===== config.mk =====
export PLATFORM = sky130hd
export DESIGN_NAME = ctu_edge_ctrl
export DESIGN_NICKNAME = d
export VERILOG_FILES = /design/src/ctu_pkg.sv /design/src/ctu_sync2.sv /design/src/ctu_edge_unit.sv /design/src/ctu_edge_ctrl.sv
export SDC_FILE = /design/constraint.sdc
export NUM_CORES = 1
export LEC_CHECK = 0
export BUFFER_PORTS_ARGS = -buffer_cell sky130_fd_sc_hd__buf_2
export CAP_MARGIN = 10
export CORE_ASPECT_RATIO = 1.1
export CORE_UTILIZATION = 44
export DETAILED_ROUTE_END_ITERATION = 16
export PLACE_DENSITY = 0.84
export SYNTH_ARGS = -nofsm -noshare
export SYNTH_HDL_FRONTEND = slang
export SYNTH_SLANG_ARGS = --single-unit
export TNS_END_PERCENT = 50

===== constraint.sdc =====
create_clock -name SYS_CLK -period 1.9 [get_ports SYS_CLK]
set_input_delay 0.19 -clock SYS_CLK [delete_from_list [all_inputs] [get_ports SYS_CLK]]
set_output_delay 0.19 -clock SYS_CLK [all_outputs]
set_load 0.1 [all_outputs]

===== src/ctu_pkg.sv =====
package ctu_pkg;

    // register byte offsets on the bus
    localparam logic [7:0]  CTL_OFS       = 8'h00;
    localparam logic [7:0]  IRQ_STAT_OFS  = 8'h04;
    localparam logic [7:0]  IRQ_MASK_OFS  = 8'h08;

    // control register field positions
    localparam int A_MODE_BIT    = 31;
    localparam int A_POL_BIT     = 30;
    localparam int A_SEL_HI      = 29;
    localparam int A_SEL_LO      = 26;
    localparam int B_FLAG_BIT    = 25;
    localparam int A_FLAG_BIT    = 24;
    localparam int B_MODE_BIT    = 23;
    localparam int B_POL_BIT     = 22;
    localparam int B_SEL_HI      = 21;
    localparam int B_SEL_LO      = 18;
    localparam int ON_BIT        = 15;
    localparam int IDLE_STOP_BIT = 13;
    localparam int DELAY_GEN_BIT = 12;
    localparam int PASS_BIT      = 11;
    localparam int ORDER_BIT     = 10;
    localparam int GROUND_BIT    = 9;
    localparam int TRIG_BIT      = 8;
    localparam int TRIM_HI       = 7;
    localparam int TRIM_LO       = 2;
    localparam int RANGE_HI      = 1;
    localparam int RANGE_LO      = 0;

    // values after reset and implemented-bit mask
    localparam logic [31:0] CTL_RST       = 32'h0000_0000;
    localparam logic [31:0] CTL_IMPL_MASK = 32'hFFFC_BFFF;
    localparam int          IRQ_W         = 2;
    localparam logic [1:0]  IRQ_STAT_RST  = 2'h0;
    localparam logic [1:0]  IRQ_MASK_RST  = 2'h0;
    localparam int          EVT_A_IDX     = 0;
    localparam int          EVT_B_IDX     = 1;
    localparam logic [31:0] RDATA_RST     = 32'h0000_0000;

    // data-phase state of the bus slave
    typedef enum logic [1:0] {
        CTU_BUS_IDLE,
        CTU_BUS_WRITE,
        CTU_BUS_READ
    } ctu_bus_t;

endpackage


===== src/ctu_sync2.sv =====
`timescale 1ns/1ps
module ctu_sync2 #(
    parameter int WIDTH = 16
) (
    // clock and reset
    input  wire logic             clk,
    input  wire logic             rst,
    // asynchronous in, synchronised out
    input  wire logic [WIDTH-1:0] din,
    output logic      [WIDTH-1:0] dout
);
    logic [WIDTH-1:0] meta_reg;
    logic [WIDTH-1:0] meta_next;
    logic [WIDTH-1:0] sync_reg;
    logic [WIDTH-1:0] sync_next;

    // first stage feeds only the second stage
    always_comb begin
        meta_next = din;
        sync_next = meta_reg;
    end

    always_ff @(posedge clk) begin
        if (rst) begin
            meta_reg <= '0;
            sync_reg <= '0;
        end else begin
            meta_reg <= meta_next;
            sync_reg <= sync_next;
        end
    end

    assign dout = sync_reg;
endmodule // ctu_sync2


===== src/ctu_edge_unit.sv =====
`timescale 1ns/1ps
module ctu_edge_unit #(
    parameter int NSRC  = 16,
    parameter int SEL_W = 4
) (
    // clock and reset
    input  wire logic             clk,
    input  wire logic             rst,
    // candidate sources and configuration
    input  wire logic [NSRC-1:0]  src,
    input  wire logic [SEL_W-1:0] sel,
    input  wire logic             mode,
    input  wire logic             pol,
    // qualifying activity this cycle
    output logic                  hit
);
    logic prev_reg;
    logic prev_next;
    logic cur;
    logic active;

    // a change of sel may look like one transition; software should
    // clear the flag after reconfiguring
    always_comb begin
        cur       = src[sel];
        active    = (cur == pol);
        prev_next = cur;
        if (mode) begin
            hit = active && (prev_reg != pol);
        end else begin
            hit = active;
        end
    end

    always_ff @(posedge clk) begin
        if (rst) begin
            prev_reg <= 1'b0;
        end else begin
            prev_reg <= prev_next;
        end
    end
endmodule // ctu_edge_unit


===== src/ctu_edge_ctrl.sv =====
// Design decisions made here: the AHB-Lite slave port and the register addresses.
`timescale 1ns/1ps
module ctu_edge_ctrl (
    // clock and reset
    input  wire logic        SYS_CLK,
    input  wire logic        SYS_RST,
    // AHB-Lite slave
    input  wire logic        HSEL,
    input  wire logic [31:0] HADDR,
    input  wire logic [1:0]  HTRANS,
    input  wire logic        HWRITE,
    input  wire logic [2:0]  HSIZE,
    input  wire logic [31:0] HWDATA,
    input  wire logic        HREADY,
    output logic      [31:0] HRDATA,
    output logic             HREADYOUT,
    output logic             HRESP,
    // comparator results, asynchronous
    input  wire logic        CMP1_RESULT,
    input  wire logic        CMP2_RESULT,
    input  wire logic        CMP3_RESULT,
    // on-chip events, same clock
    input  wire logic        CAPTURE_UNIT_1_EVT,
    input  wire logic        CAPTURE_UNIT_2_EVT,
    input  wire logic        CAPTURE_UNIT_3_EVT,
    input  wire logic        COMPARE_UNIT_1_EVT,
    input  wire logic        FIRST_TIMER_EVENT,
    // external edge pins 1..13 at index 0..12, asynchronous
    input  wire logic [12:0] EXT_EDGE_PIN,
    // edge state and control outputs
    output logic             EDGE_A_FLAG,
    output logic             EDGE_B_FLAG,
    output logic             MODULE_ON,
    output logic             IDLE_STOP,
    output logic             DELAY_GEN_EN,
    output logic             SRC_GROUND,
    output logic             TRIG_ENABLE,
    output logic      [5:0]  CURRENT_TRIM,
    output logic      [1:0]  CURRENT_RANGE,
    // interrupt
    output logic             IRQ
);

    // synchronised asynchronous sources
    logic [15:0] async_in;
    logic [15:0] async_sync;
    logic        cmp1_s;
    logic        cmp2_s;
    logic        cmp3_s;
    logic [12:0] pin_s;

    // source vectors indexed by select code
    logic [15:0] src_a;
    logic [15:0] src_b;
    logic        a_hit;
    logic        b_hit;
    logic        a_ok;
    logic        b_ok;

    // registers
    logic [31:0]          ctl_reg;
    logic [31:0]          ctl_next;
    logic [1:0]           sts_reg;
    logic [1:0]           sts_next;
    logic [1:0]           msk_reg;
    logic [1:0]           msk_next;
    logic                 irq_reg;
    logic                 irq_next;
    logic                 bus_clk_phase_reg;
    logic                 bus_clk_phase_next;

    // bus slave state
    ctu_pkg::ctu_bus_t    bus_reg;
    ctu_pkg::ctu_bus_t    bus_next;
    logic [7:0]           addr_reg;
    logic [7:0]           addr_next;
    logic [31:0]          rdata_reg;
    logic [31:0]          rdata_next;
    logic                 ready_reg;
    logic                 ready_next;
    logic                 resp_reg;
    logic                 resp_next;
    logic                 accept;
    logic                 wr_ctl;
    logic                 wr_sts;
    logic                 wr_msk;

    assign async_in = {EXT_EDGE_PIN, CMP3_RESULT, CMP2_RESULT, CMP1_RESULT};

    ctu_sync2 #(
        .WIDTH (16)
    ) u_sync (
        .clk  (SYS_CLK),
        .rst  (SYS_RST),
        .din  (async_in),
        .dout (async_sync)
    );

    assign cmp1_s = async_sync[0];
    assign cmp2_s = async_sync[1];
    assign cmp3_s = async_sync[2];
    assign pin_s  = async_sync[15:3];

    // edge A source map
    always_comb begin
        src_a     = 16'h0000;
        src_a[15] = cmp3_s;
        src_a[14] = cmp2_s;
        src_a[13] = cmp1_s;
        src_a[12] = CAPTURE_UNIT_3_EVT;
        src_a[11] = CAPTURE_UNIT_2_EVT;
        src_a[10] = CAPTURE_UNIT_1_EVT;
        src_a[9]  = pin_s[7];
        src_a[8]  = pin_s[6];
        src_a[7]  = pin_s[5];
        src_a[6]  = pin_s[4];
        src_a[5]  = pin_s[3];
        src_a[4]  = pin_s[2];
        src_a[3]  = pin_s[0];
        src_a[2]  = pin_s[1];
        src_a[1]  = COMPARE_UNIT_1_EVT;
        src_a[0]  = FIRST_TIMER_EVENT;
    end

    // edge B source map; bus clock is modelled by a phase that flips each cycle
    always_comb begin
        src_b     = 16'h0000;
        src_b[15] = cmp3_s;
        src_b[14] = cmp2_s;
        src_b[13] = cmp1_s;
        src_b[12] = bus_clk_phase_reg;
        src_b[11] = CAPTURE_UNIT_3_EVT;
        src_b[10] = CAPTURE_UNIT_2_EVT;
        src_b[9]  = CAPTURE_UNIT_1_EVT;
        src_b[8]  = pin_s[12];
        src_b[7]  = pin_s[11];
        src_b[6]  = pin_s[10];
        src_b[5]  = pin_s[9];
        src_b[4]  = pin_s[8];
        src_b[3]  = pin_s[0];
        src_b[2]  = pin_s[1];
        src_b[1]  = COMPARE_UNIT_1_EVT;
        src_b[0]  = FIRST_TIMER_EVENT;
    end

    ctu_edge_unit #(
        .NSRC  (16),
        .SEL_W (4)
    ) u_edge_a (
        .clk  (SYS_CLK),
        .rst  (SYS_RST),
        .src  (src_a),
        .sel  (ctl_reg[ctu_pkg::A_SEL_HI:ctu_pkg::A_SEL_LO]),
        .mode (ctl_reg[ctu_pkg::A_MODE_BIT]),
        .pol  (ctl_reg[ctu_pkg::A_POL_BIT]),
        .hit  (a_hit)
    );

    ctu_edge_unit #(
        .NSRC  (16),
        .SEL_W (4)
    ) u_edge_b (
        .clk  (SYS_CLK),
        .rst  (SYS_RST),
        .src  (src_b),
        .sel  (ctl_reg[ctu_pkg::B_SEL_HI:ctu_pkg::B_SEL_LO]),
        .mode (ctl_reg[ctu_pkg::B_MODE_BIT]),
        .pol  (ctl_reg[ctu_pkg::B_POL_BIT]),
        .hit  (b_hit)
    );

    // edge gating and ordering
    always_comb begin
        a_ok = ctl_reg[ctu_pkg::PASS_BIT] && a_hit;
        b_ok = ctl_reg[ctu_pkg::PASS_BIT] && b_hit;
        // order check uses the flag as it stood, so same-cycle A and B drops B
        if (ctl_reg[ctu_pkg::ORDER_BIT] && !ctl_reg[ctu_pkg::A_FLAG_BIT]) begin
            b_ok = 1'b0;
        end
    end

    // bus address phase and write strobes
    always_comb begin
        // HSIZE is not decoded: every register is one whole word
        accept = HSEL && HREADY && HTRANS[1];
        wr_ctl = 1'b0;
        wr_sts = 1'b0;
        wr_msk = 1'b0;
        if (bus_reg == ctu_pkg::CTU_BUS_WRITE) begin
            if (addr_reg == ctu_pkg::CTL_OFS) begin
                wr_ctl = 1'b1;
            end else if (addr_reg == ctu_pkg::IRQ_STAT_OFS) begin
                wr_sts = 1'b1;
            end else if (addr_reg == ctu_pkg::IRQ_MASK_OFS) begin
                wr_msk = 1'b1;
            end
        end
    end

    // control register next state
    always_comb begin
        ctl_next = ctl_reg;
        if (wr_ctl) begin
            ctl_next = HWDATA & ctu_pkg::CTL_IMPL_MASK;
        end
        // hardware setting wins over a software write of zero
        if (a_ok) begin
            ctl_next[ctu_pkg::A_FLAG_BIT] = 1'b1;
        end
        if (b_ok) begin
            ctl_next[ctu_pkg::B_FLAG_BIT] = 1'b1;
        end
    end

    always_ff @(posedge SYS_CLK) begin
        if (SYS_RST) begin
            ctl_reg <= ctu_pkg::CTL_RST;
        end else begin
            ctl_reg <= ctl_next;
        end
    end

    // interrupt status, mask and level output next state
    always_comb begin
        // status records only a flag going from clear to set, so a held level
        // raises one event; write one to clear, and a set in the same cycle wins
        sts_next = sts_reg;
        if (wr_sts) begin
            sts_next = sts_reg & ~HWDATA[ctu_pkg::IRQ_W-1:0];
        end
        if (a_ok && !ctl_reg[ctu_pkg::A_FLAG_BIT]) begin
            sts_next[ctu_pkg::EVT_A_IDX] = 1'b1;
        end
        if (b_ok && !ctl_reg[ctu_pkg::B_FLAG_BIT]) begin
            sts_next[ctu_pkg::EVT_B_IDX] = 1'b1;
        end

        msk_next = msk_reg;
        if (wr_msk) begin
            msk_next = HWDATA[ctu_pkg::IRQ_W-1:0];
        end

        // taken from the next values so the line moves with status and mask
        irq_next = |(sts_next & msk_next);
    end

    always_ff @(posedge SYS_CLK) begin
        if (SYS_RST) begin
            sts_reg <= ctu_pkg::IRQ_STAT_RST;
            msk_reg <= ctu_pkg::IRQ_MASK_RST;
            irq_reg <= 1'b0;
        end else begin
            sts_reg <= sts_next;
            msk_reg <= msk_next;
            irq_reg <= irq_next;
        end
    end

    // bus clock stand-in: a phase that flips every cycle
    always_comb begin
        bus_clk_phase_next = !bus_clk_phase_reg;
    end

    always_ff @(posedge SYS_CLK) begin
        if (SYS_RST) begin
            bus_clk_phase_reg <= 1'b0;
        end else begin
            bus_clk_phase_reg <= bus_clk_phase_next;
        end
    end

    // bus slave: writes take no wait state, reads one, so that read data
    // always comes from a flop and sees a write just before it
    always_comb begin
        bus_next   = ctu_pkg::CTU_BUS_IDLE;
        addr_next  = addr_reg;
        rdata_next = rdata_reg;
        ready_next = 1'b1;
        resp_next  = 1'b0;
        case (bus_reg)
            ctu_pkg::CTU_BUS_READ: begin
                if (addr_reg == ctu_pkg::CTL_OFS) begin
                    rdata_next = ctl_reg & ctu_pkg::CTL_IMPL_MASK;
                end else if (addr_reg == ctu_pkg::IRQ_STAT_OFS) begin
                    rdata_next = {30'h0000_0000, sts_reg};
                end else if (addr_reg == ctu_pkg::IRQ_MASK_OFS) begin
                    rdata_next = {30'h0000_0000, msk_reg};
                end else begin
                    rdata_next = 32'h0000_0000;
                end
            end
            default: begin
                if (accept) begin
                    addr_next = HADDR[7:0];
                    if (HWRITE) begin
                        bus_next = ctu_pkg::CTU_BUS_WRITE;
                    end else begin
                        bus_next   = ctu_pkg::CTU_BUS_READ;
                        ready_next = 1'b0;
                    end
                end
            end
        endcase
    end

    always_ff @(posedge SYS_CLK) begin
        if (SYS_RST) begin
            bus_reg   <= ctu_pkg::CTU_BUS_IDLE;
            addr_reg  <= 8'h00;
            rdata_reg <= ctu_pkg::RDATA_RST;
            ready_reg <= 1'b1;
            resp_reg  <= 1'b0;
        end else begin
            bus_reg   <= bus_next;
            addr_reg  <= addr_next;
            rdata_reg <= rdata_next;
            ready_reg <= ready_next;
            resp_reg  <= resp_next;
        end
    end

    // outputs straight from flops
    assign HRDATA        = rdata_reg;
    assign HREADYOUT     = ready_reg;
    assign HRESP         = resp_reg;
    assign EDGE_A_FLAG   = ctl_reg[ctu_pkg::A_FLAG_BIT];
    assign EDGE_B_FLAG   = ctl_reg[ctu_pkg::B_FLAG_BIT];
    assign MODULE_ON     = ctl_reg[ctu_pkg::ON_BIT];
    assign IDLE_STOP     = ctl_reg[ctu_pkg::IDLE_STOP_BIT];
    assign DELAY_GEN_EN  = ctl_reg[ctu_pkg::DELAY_GEN_BIT];
    assign SRC_GROUND    = ctl_reg[ctu_pkg::GROUND_BIT];
    assign TRIG_ENABLE   = ctl_reg[ctu_pkg::TRIG_BIT];
    assign CURRENT_TRIM  = ctl_reg[ctu_pkg::TRIM_HI:ctu_pkg::TRIM_LO];
    assign CURRENT_RANGE = ctl_reg[ctu_pkg::RANGE_HI:ctu_pkg::RANGE_LO];
    assign IRQ           = irq_reg;

endmodule // ctu_edge_ctrl


==> qor.csv, run 1 <==
metric;value;unit
HP Class;in -> reg;
CP max stage delay;510;ps
Routed WL;9180;um
final hold violations;0;
internal power;3.26;mW
dpl hpwl;6470;um
minimum clock period;2060;ps
hold_ws;26.1;ps
Worst Setup End Kind;flop;
FF+latch count, synth;109;
Max Cap Violations;0;
asr flop ratio synth;0;
met1 Usage GRT;0.224;
Worst Skew;9.23;ps
failing checks;negative setup slack;
Top FF cell, synth;dfxtp_1;
post-synthesis cell count;421;
placed cells;624;
Via density;4.97;
initial antenna violation count;0;
CTS H-tree depth;3;
maximum vdd drop;0.000456;V
GPL Wtd Cong;0.860;
vias in the first global route;2902;
startpoint types;flop;
WP buf/inv;0;
Horiz. Die Dim;93.1;um
met2 Track Usage GR;0.346;
Area growth, synth to finish;23.5;%
Max Slew Vio Count;0;
Cell Area, Synth;0.00402;mm2
Yosys top cell area share;0.543;
Worst Path Arrival;2310;ps
Die Y-Extent;102;um
Worst-Skew Late Latency;360;ps
TritonCTS clock tree;built;
global-route wire length before repair;13800;um
busiest layer in global routing;met2;
sequential share of power;0.554;
maximum clock frequency;486;MHz
pin count of the biggest net entering global routing;46;
NetSw;996;uW
Post-DRT Antenna Nets;0;
period utilization;1.08;
Cell Rows;36;
Post-synth top cells;dfxtp_1, nand2_1, a21oi_1;
I/O pins;145;
most instantiated library cell after synthesis;dfxtp_1;
nets;619;
# clock sinks;109;
PortBufs;109;
power per cell area;857;mW/mm2
RSZ-0062 raised after global routing;yes;
crit path kind;reg -> reg;
final core occ;0.560;
status;finished with violations;
CP required;2160;ps
sequential share of the synthesized area;0.543;
clock power share;0.371;
Yosys warnings;0;
CP Cell Sequence;mux4_2 -> mux4_2 -> mux2_4 -> a31oi_1 -> nor2_1;
Max Root-Sink Buffers;2;
Core Area;0.00887;mm2
Net Sw Frac;0.234;
Avg Cell Area, Syn;9.55;um2
CTS Hold Bufs;0;
Yosys cell types;35;
WL/cell;14.3;um
placed cell area;0.00467;mm2
TritonRoute pass-1 iters;4;
Initial Util;0.453;
Overall Global Routing Usage;0.190;
static leakage;2.05;nW
root buffer cell;clkbuf_8;
slowest cell on the critical path;mux4_2;
Comb pwr share;0.076;
cts bufs inserted;9;
ant diodes;0;
layout cells sized above 1;0.316;
CP top delay family;multiplexers;
most frequent CP cell;mux4_2;
post-route cell area;0.00497;mm2
EDFF count, synth;0;
Worst-path clk slew;100;ps
critical-path maximum fanout;5;
Vias;3196;
die area;0.00952;mm2
area leader, netlist;dfxtp_1;
Remaining DRCs;0;
Congestion Overflow GR;0;
synth top area cells;dfxtp_1, nand2_1, nor2b_1;
slack of the critical path;-159;ps
# setup viols final;5;
Final Instance Count excl. Fillers;643;
initial drt markers;146;
met3 Usage GRT;0.0402;
per-stage QoR:
step	setup TNS (ps)	setup slack [ps]	power [mW]
6_report	-572	-159	4.25
5_1_grt	-1630	-233	4.42
4_1_cts	-605	-149	4.26
3_5_place_dp	-756	-193	2.72
3_3_place_gp	-489	-167	2.71
2_1_floorplan	-565	-106	2.61
final cells by class:
class	instances	area, um2
repair buffers	129	753
clock buffers	10	138
multi-input cells	270	1630
fillers	773	3910
inverters	5	18.8
clock inverters	6	93.8
well taps	114	143
flip-flops and latches	109	2190
cells by family after synthesis:
kind of cell	Yosys count	share of synthesized area
other	1	0.000933
AND/OR/NAND/NOR	174	0.206
AO/OA/AOI/OAI	76	0.116
multiplexers	16	0.0763
buffers and inverters	45	0.0582
flip-flops	109	0.543
worst reg2reg max path, stage by stage, from the launching register on:
cell and delay, ps:
dfxtp_4 410, mux4_2 510, mux4_2 510, mux2_4 330, a31oi_1 150, nor2_1 50
what timing repair did:
item | in CTS | in global routing
gates cloned | 0 | 1
pin swaps | 0 | 3
resized for setup | 3 | 5
setup buffers | 0 | 2
endpoints found under the setup margin | 7 | 59
cells in the final DEF, fill, tap and decap left out, drive strengths merged, types with 2 or more instances in the layout:
| cell type | synthesis | final |
|---|---|---|
| a31oi | 3 | 3 |
| bufinv | 0 | 2 |
| conb | 1 | 4 |
| dfxtp | 109 | 109 |
| nor3b | 2 | 2 |
| inv | 5 | 7 |
| clkinv | 0 | 2 |
| nor4b | 2 | 2 |
| nand3b | 2 | 2 |
| mux2i | 4 | 4 |
| nand2 | 80 | 80 |
| mux2 | 2 | 2 |
| nor2 | 33 | 33 |
| clkbuf | 20 | 11 |
| a22oi | 28 | 28 |
| nand2b | 7 | 7 |
| a21boi | 2 | 2 |
| mux4 | 10 | 10 |
| nand3 | 6 | 6 |
| buf | 20 | 128 |
| o21ai | 2 | 2 |
| a21oi | 39 | 39 |
| nor2b | 36 | 36 |
| nand4 | 2 | 2 |
power groups by stage:
stage	Combinational (mW)	Sequential [mW]	Clock, mW
floorplan	0.191	2.42	0
CTS	0.308	2.36	1.60
finish	0.322	2.36	1.58
detailed placement	0.307	2.41	0
global route	0.347	2.36	1.71
global placement	0.299	2.41	0
metal layers:
layer | share of wire | vias up
met2 | 0.53 | 98
li1 | - | 1601
met3 | 0.047 | 14
met4 | 0.013 | 0
met5 | 0 | -
met1 | 0.41 | 1483
final timing paths:
path                                                   start                             end  slack, ps  cells after the start
worst max-delay path                ctl_reg[28]$_SDFFE_PP0P_           sts_reg[0]$_SDFF_PP0_       -160                      5
worst min-delay path                         EXT_EDGE_PIN[7]  u_sync.meta_reg[10]$_SDFF_PP0_         30                      2
worst max register to register      ctl_reg[28]$_SDFFE_PP0P_           sts_reg[0]$_SDFF_PP0_       -160                      5
worst min register to register  bus_clk_phase_reg$_SDFF_PP0_    bus_clk_phase_reg$_SDFF_PP0_        430                      1
Note: power is estimated with default switching activity, not from simulation.
==> run 2: changes to the inputs <==
--- a/config.mk
+++ b/config.mk
@@ -9,6 +9,7 @@
 export CAP_MARGIN = 10
 export CORE_ASPECT_RATIO = 1.1
 export CORE_UTILIZATION = 44
+export CTS_BUF_LIST = sky130_fd_sc_hd__clkbuf_16
 export DETAILED_ROUTE_END_ITERATION = 16
 export PLACE_DENSITY = 0.84
 export SYNTH_ARGS = -nofsm -noshare
==> qor.csv, run 2 (synthesis gave the netlist of run 1 again) <==
metric;value;unit;change
dpl hpwl;6470;um;unchanged
Max Slew Vio Count;0;;unchanged
Overall Global Routing Usage;0.194;;was 0.190
Worst-Skew Late Latency;340;ps;was 360 ps
Core Area;0.00887;mm2;unchanged
CTS H-tree depth;3;;unchanged
Worst-path clk slew;70;ps;was 100 ps
fill count;756;;was 773
Worst Skew;8.30;ps;was 9.23 ps
Final Instance Count excl. Fillers;642;;was 643
Congestion Overflow GR;0;;unchanged
die area;0.00952;mm2;unchanged
TritonCTS clock tree;built;;unchanged
hold_ws;49.7;ps;was 26.1 ps
Max Root-Sink Buffers;2;;unchanged
GPL Wtd Cong;0.860;;unchanged
Via density;5.05;;was 4.97
WL/cell;14.8;um;was 14.3 um
slowest cell on the critical path;mux4_2;;unchanged
Post-DRT Antenna Nets;0;;unchanged
ant diodes;0;;unchanged
TritonRoute pass-1 iters;4;;unchanged
met2 wire length;4960;um;was 4880 um
initial antenna violation count;0;;unchanged
minimum clock period;2080;ps;was 2060 ps
PortBufs;109;;unchanged
Die Y-Extent;102;um;unchanged
# setup viols final;5;;unchanged
commonest non-fill, non-tap cell in the layout;buf_2;;unchanged
cts bufs inserted;9;;unchanged
placed cells;624;;unchanged
CP required;2130;ps;was 2160 ps
Area growth, synth to finish;25.6;%;was 23.5%
status;finished with violations;;unchanged
# clock sinks;109;;unchanged
HP Class;in -> reg;;unchanged
startpoint types;flop;;unchanged
area of the multi-input gates;0.00163;mm2;unchanged
nets;618;;was 619
highest metal used;met4;;unchanged
static leakage;2.09;nW;was 2.05 nW
final hold violations;0;;unchanged
period utilization;1.09;;was 1.08
Remaining DRCs;0;;unchanged
Reg area;0.00219;mm2;unchanged
Vias;3239;;was 3196
vias in the first global route;2919;;was 2902
Setup TNS;-667;ps;was -572 ps
Cell Rows;36;;unchanged
Worst Path Arrival;2300;ps;was 2310 ps
maximum vdd drop;0.000484;V;was 0.000456 V
Worst Setup End Kind;flop;;unchanged
DR WL met3;479;um;was 435 um
pin count of the biggest net entering global routing;46;;unchanged
root buffer cell;clkbuf_16;;was clkbuf_8
maximum clock frequency;481;MHz;was 486 MHz
power per cell area;926;mW/mm2;was 857 mW/mm2
slack of the critical path;-179;ps;was -159 ps
Setup Slack @ Placement;-193;ps;unchanged
CP Cell Sequence;mux4_2 -> mux4_2 -> mux2_4 -> a22oi_2 -> nor2_1;;was mux4_2 -> mux4_2 -> mux2_4 -> a31oi_1 -> nor2_1
critical-path maximum fanout;4;;was 5
Initial Util;0.453;;unchanged
most frequent CP cell;mux4_2;;unchanged
CP max stage delay;520;ps;was 510 ps
layout cells sized above 1;0.313;;was 0.316
global-route wire length before repair;14100;um;was 13800 um
failing checks;negative setup slack;;unchanged
commonest non-fill, non-tap cells in the layout;buf_2, dfxtp_1, nand2_1, a21oi_1, nor2b_1;;unchanged
initial drt markers;175;;was 146
Routed WL;9490;um;was 9180 um
Max Cap Violations;0;;unchanged
RSZ-0062 raised after global routing;yes;;unchanged
Horiz. Die Dim;93.1;um;unchanged
DRT met1 WL;3830;um;was 3740 um
crit path kind;reg -> reg;;unchanged
I/O pins;145;;unchanged
run 2: cell type report:
cell class                      instances  share of cell area
Clock buffer                            9              0.0446
Sequential cell                       109               0.434
Clock inverter                          7              0.0193
Multi-Input combinational cell        270               0.323
Tap cell                              114              0.0282
Inverter                                5             0.00372
Timing Repair Buffer                  128               0.148
run 2: routing by layer:
layer / up-vias / track usage
met5: - / 0
met4: 0 / 0.0746
met3: 17 / 0.0357
met2: 107 / 0.349
met1: 1516 / 0.229
li1: 1599 / -
run 2: critical path, delay by kind of cell (launching register included):
kind	cells	cell delay, ps
AOI/OAI and AO/OA	1	150
DFF	1	390
muxes	3	1360
and+or+nand+nor	1	60
run 2: power by group:
group	leakage (nW)	internal (mW)	switching, mW
registers	0.889	2.33	0.0259
logic	1.04	0.131	0.188
clock network	0.159	1.16	0.838
total	2.09	3.63	1.05
run 2: timing repair:
item                                   4_1_cts  5_1_grt
setup endpoints to repair                    7       59
hold buffers                                 0        0
resized for setup                            3        5
gates cloned                                 0        1
endpoints found under the hold margin        0        0
pin swaps                                    0        3
buffers inserted                             0        1
run 2: worst paths after layout:
path                                  start  slack, ps  depth (start not counted)                             end
max                ctl_reg[21]$_SDFFE_PP0P_       -180                          5           sts_reg[1]$_SDFF_PP0_
min                         EXT_EDGE_PIN[7]         50                          2  u_sync.meta_reg[10]$_SDFF_PP0_
max reg2reg        ctl_reg[21]$_SDFFE_PP0P_       -180                          5           sts_reg[1]$_SDFF_PP0_
min reg2reg  u_sync.meta_reg[14]$_SDFF_PP0_        440                          1      u_sync.dout[14]$_SDFF_PP0_
run 2: stage by stage:
stage / power [mW] / area, um2 / util
2_1_floorplan: 2.61 / 4020 / -
3_3_place_gp: 2.71 / 4670 / 0.526
4_1_cts: 4.69 / 4990 / 0.563
5_1_grt: 4.84 / 5050 / 0.569
6_report: 4.68 / 5050 / 0.569
3_5_place_dp: 2.72 / 4670 / 0.526
==> run 3: changes to the inputs <==
--- a/config.mk
+++ b/config.mk
@@ -8,10 +8,10 @@
 export BUFFER_PORTS_ARGS = -buffer_cell sky130_fd_sc_hd__buf_2
 export CAP_MARGIN = 10
 export CORE_ASPECT_RATIO = 1.1
-export CORE_UTILIZATION = 44
-export CTS_BUF_LIST = sky130_fd_sc_hd__clkbuf_16
+export CORE_UTILIZATION = 46
+export CTS_BUF_LIST = sky130_fd_sc_hd__clkbuf_8
 export DETAILED_ROUTE_END_ITERATION = 16
-export PLACE_DENSITY = 0.84
+export PLACE_DENSITY = 0.87
 export SYNTH_ARGS = -nofsm -noshare
 export SYNTH_HDL_FRONTEND = slang
 export SYNTH_SLANG_ARGS = --single-unit
==> qor.csv, run 3 (synthesis gave the netlist of run 1 again) <==
metric;value;unit;change
status;finished with violations;;unchanged
failing checks;negative setup slack;;unchanged
CP max stage delay;510;ps;was 520 ps
FF-to-FF setup slack;-150;ps;was -180 ps
post-CTS setup buffer count;0;;unchanged
vias in the first global route;3122;;was 2919
hold_ws;33.6;ps;was 49.7 ps
Area growth, synth to finish;21.8;%;was 25.6%
met2 Track Usage GR;0.371;;was 0.349
pin count of the biggest net entering global routing;46;;unchanged
CP Cell Sequence;mux4_2 -> mux4_2 -> mux2_4 -> a22oi_2 -> nor2_1;;unchanged
maximum vdd drop;0.000521;V;was 0.000484 V
# clock sinks;109;;unchanged
CP required;2140;ps;was 2130 ps
met3 Usage GRT;0.0447;;was 0.0357
Endpoint, Worst Hold;u_sync.meta_reg[14]$_SDFF_PP0_;;was u_sync.meta_reg[10]$_SDFF_PP0_
Worst-Skew Late Latency;360;ps;was 340 ps
WP buf/inv;0;;unchanged
Max Cap Violations;0;;unchanged
critical-path maximum fanout;4;;unchanged
Worst-path clk slew;90;ps;was 70 ps
Worst Path Arrival;2290;ps;was 2300 ps
CTS H-tree depth;3;;unchanged
R2R Path End;sts_reg[1]$_SDFF_PP0_;;unchanged
final total power;4.08;mW;was 4.68 mW
commonest non-fill, non-tap cells in the layout;buf_2, dfxtp_1, nand2_1, a21oi_1, nor2b_1;;unchanged
slack of the critical path;-149;ps;was -179 ps
Core Area;0.00841;mm2;was 0.00887 mm2
initial drt markers;78;;was 175
PortBufs;109;;unchanged
busiest layer in global routing;met2;;unchanged
R2R depth;5;;unchanged
most frequent CP cell;mux4_2;;unchanged
Post-DRT Antenna Nets;0;;unchanged
startpoint types;flop;;unchanged
Die Y-Extent;100;um;was 102 um
root buffer cell;clkbuf_8;;was clkbuf_16
fill count;749;;was 756
period utilization;1.08;;was 1.09
hold_sp;EXT_EDGE_PIN[11];;was EXT_EDGE_PIN[7]
Max Root-Sink Buffers;2;;unchanged
static leakage;2.02;nW;was 2.09 nW
die area;0.00912;mm2;was 0.00952 mm2
Worst Setup End Kind;flop;;unchanged
maximum clock frequency;488;MHz;was 481 MHz
met1 Usage GRT;0.219;;was 0.229
dpl hpwl;6430;um;was 6470 um
reg-to-reg critical path startpoint;ctl_reg[21]$_SDFFE_PP0P_;;unchanged
Remaining DRCs;0;;unchanged
final hold violations;0;;unchanged
RSZ-0062 raised after global routing;yes;;unchanged
Initial Util;0.478;;was 0.453
slowest cell on the critical path;mux4_2;;unchanged
global-route wire length before repair;14400;um;was 14100 um
Overall Global Routing Usage;0.201;;was 0.194
TritonCTS clock tree;built;;unchanged
power per cell area;832;mW/mm2;was 926 mW/mm2
Max Slew Vio Count;0;;unchanged
initial antenna violation count;0;;unchanged
HP Class;in -> reg;;unchanged
Cell Rows;35;;was 36
commonest non-fill, non-tap cell in the layout;buf_2;;unchanged
WL/cell;13.7;um;was 14.8 um
CP top delay family;multiplexers;;unchanged
Congestion Overflow GR;0;;unchanged
Vias;3193;;was 3239
TritonRoute pass-1 iters;4;;unchanged
I/O pins;145;;unchanged
layout cells sized above 1;0.312;;was 0.313
crit path kind;reg -> reg;;unchanged
Worst Skew;10.4;ps;was 8.30 ps
Hold Path Depth;2;;unchanged
GPL Wtd Cong;0.843;;was 0.860
cts bufs inserted;9;;unchanged
ant diodes;0;;unchanged
Via density;5.02;;was 5.05
Horiz. Die Dim;91.1;um;was 93.1 um
nets;615;;was 618
Routed WL;8730;um;was 9490 um
# setup viols final;5;;unchanged
minimum clock period;2050;ps;was 2080 ps
==> run 3: changes by cell type in the layout (fill, tap and decap cells not counted), moves of 2 or more <==
| cell | before | now |
|---|---|---|
| a22oi_1 | 27 | 25 |
| buf_4 | 16 | 13 |
| a22oi_2 | 1 | 3 |
| inv_1 | 5 | 7 |
| clkbuf_8 | 0 | 11 |
| clkbuf_16 | 10 | 0 |
| buf_6 | 0 | 2 |
==> run 3: power by group <==
| part | total, mW | internal, mW | switching, mW |
|---|---|---|---|
| logic | 0.314 | 0.129 | 0.186 |
| registers | 2.35 | 2.33 | 0.0233 |
| clock network | 1.41 | 0.673 | 0.733 |
==> run 3: timing repair <==
action / in CTS / in global routing
pin swaps: 1 / 0
gates resized for setup: 9 / 5
hold buffers: 0 / 0
endpoints found under the setup margin: 32 / 14
==> run 3: stage by stage <==
stage | setup TNS [ps] | instances | setup WS (ps) | instance area (um2) | utilization
6_report | -554 | 636 | -149 | 4900 | 0.583
5_1_grt | -1040 | 636 | -199 | 4900 | 0.583
4_1_cts | -561 | 636 | -153 | 4880 | 0.580
3_5_place_dp | -839 | 620 | -241 | 4640 | 0.552
3_3_place_gp | -519 | 620 | -169 | 4640 | 0.552
2_1_floorplan | -565 | 424 | -106 | 4020 | -
==> run 3: worst max-delay path by stage <==
stage | to | slack (ps) | cells after the start | start
5_1_grt | sts_reg[1]$_SDFF_PP0_ | -200 | 5 | ctl_reg[21]$_SDFFE_PP0P_
4_1_cts | sts_reg[1]$_SDFF_PP0_ | -150 | 5 | ctl_reg[21]$_SDFFE_PP0P_
6_report | sts_reg[1]$_SDFF_PP0_ | -150 | 5 | ctl_reg[21]$_SDFFE_PP0P_
3_3_place_gp | sts_reg[1]$_SDFF_PP0_ | -170 | 5 | ctl_reg[21]$_SDFFE_PP0P_
3_5_place_dp | sts_reg[1]$_SDFF_PP0_ | -240 | 5 | ctl_reg[21]$_SDFFE_PP0P_
2_1_floorplan | sts_reg[1]$_SDFF_PP0_ | -110 | 6 | ctl_reg[21]$_SDFFE_PP0P_
==> run 3: metal layers <==
metal	routed length, um	part of all wire
met3	416	0.048
met1	3590	0.41
met2	4540	0.52
met5	0	0
met4	193	0.022
==> run 3: area by class of cell <==
cell class / instances / area (um2) / share of cell area
tap: 111 / 139 / 0.0284
inverter: 5 / 18.8 / 0.00383
multi-input combinational: 270 / 1650 / 0.336
clock buffer: 11 / 151 / 0.0309
sequential: 109 / 2190 / 0.448
clock inverter: 5 / 51.3 / 0.0105
timing repair buffer: 125 / 701 / 0.143
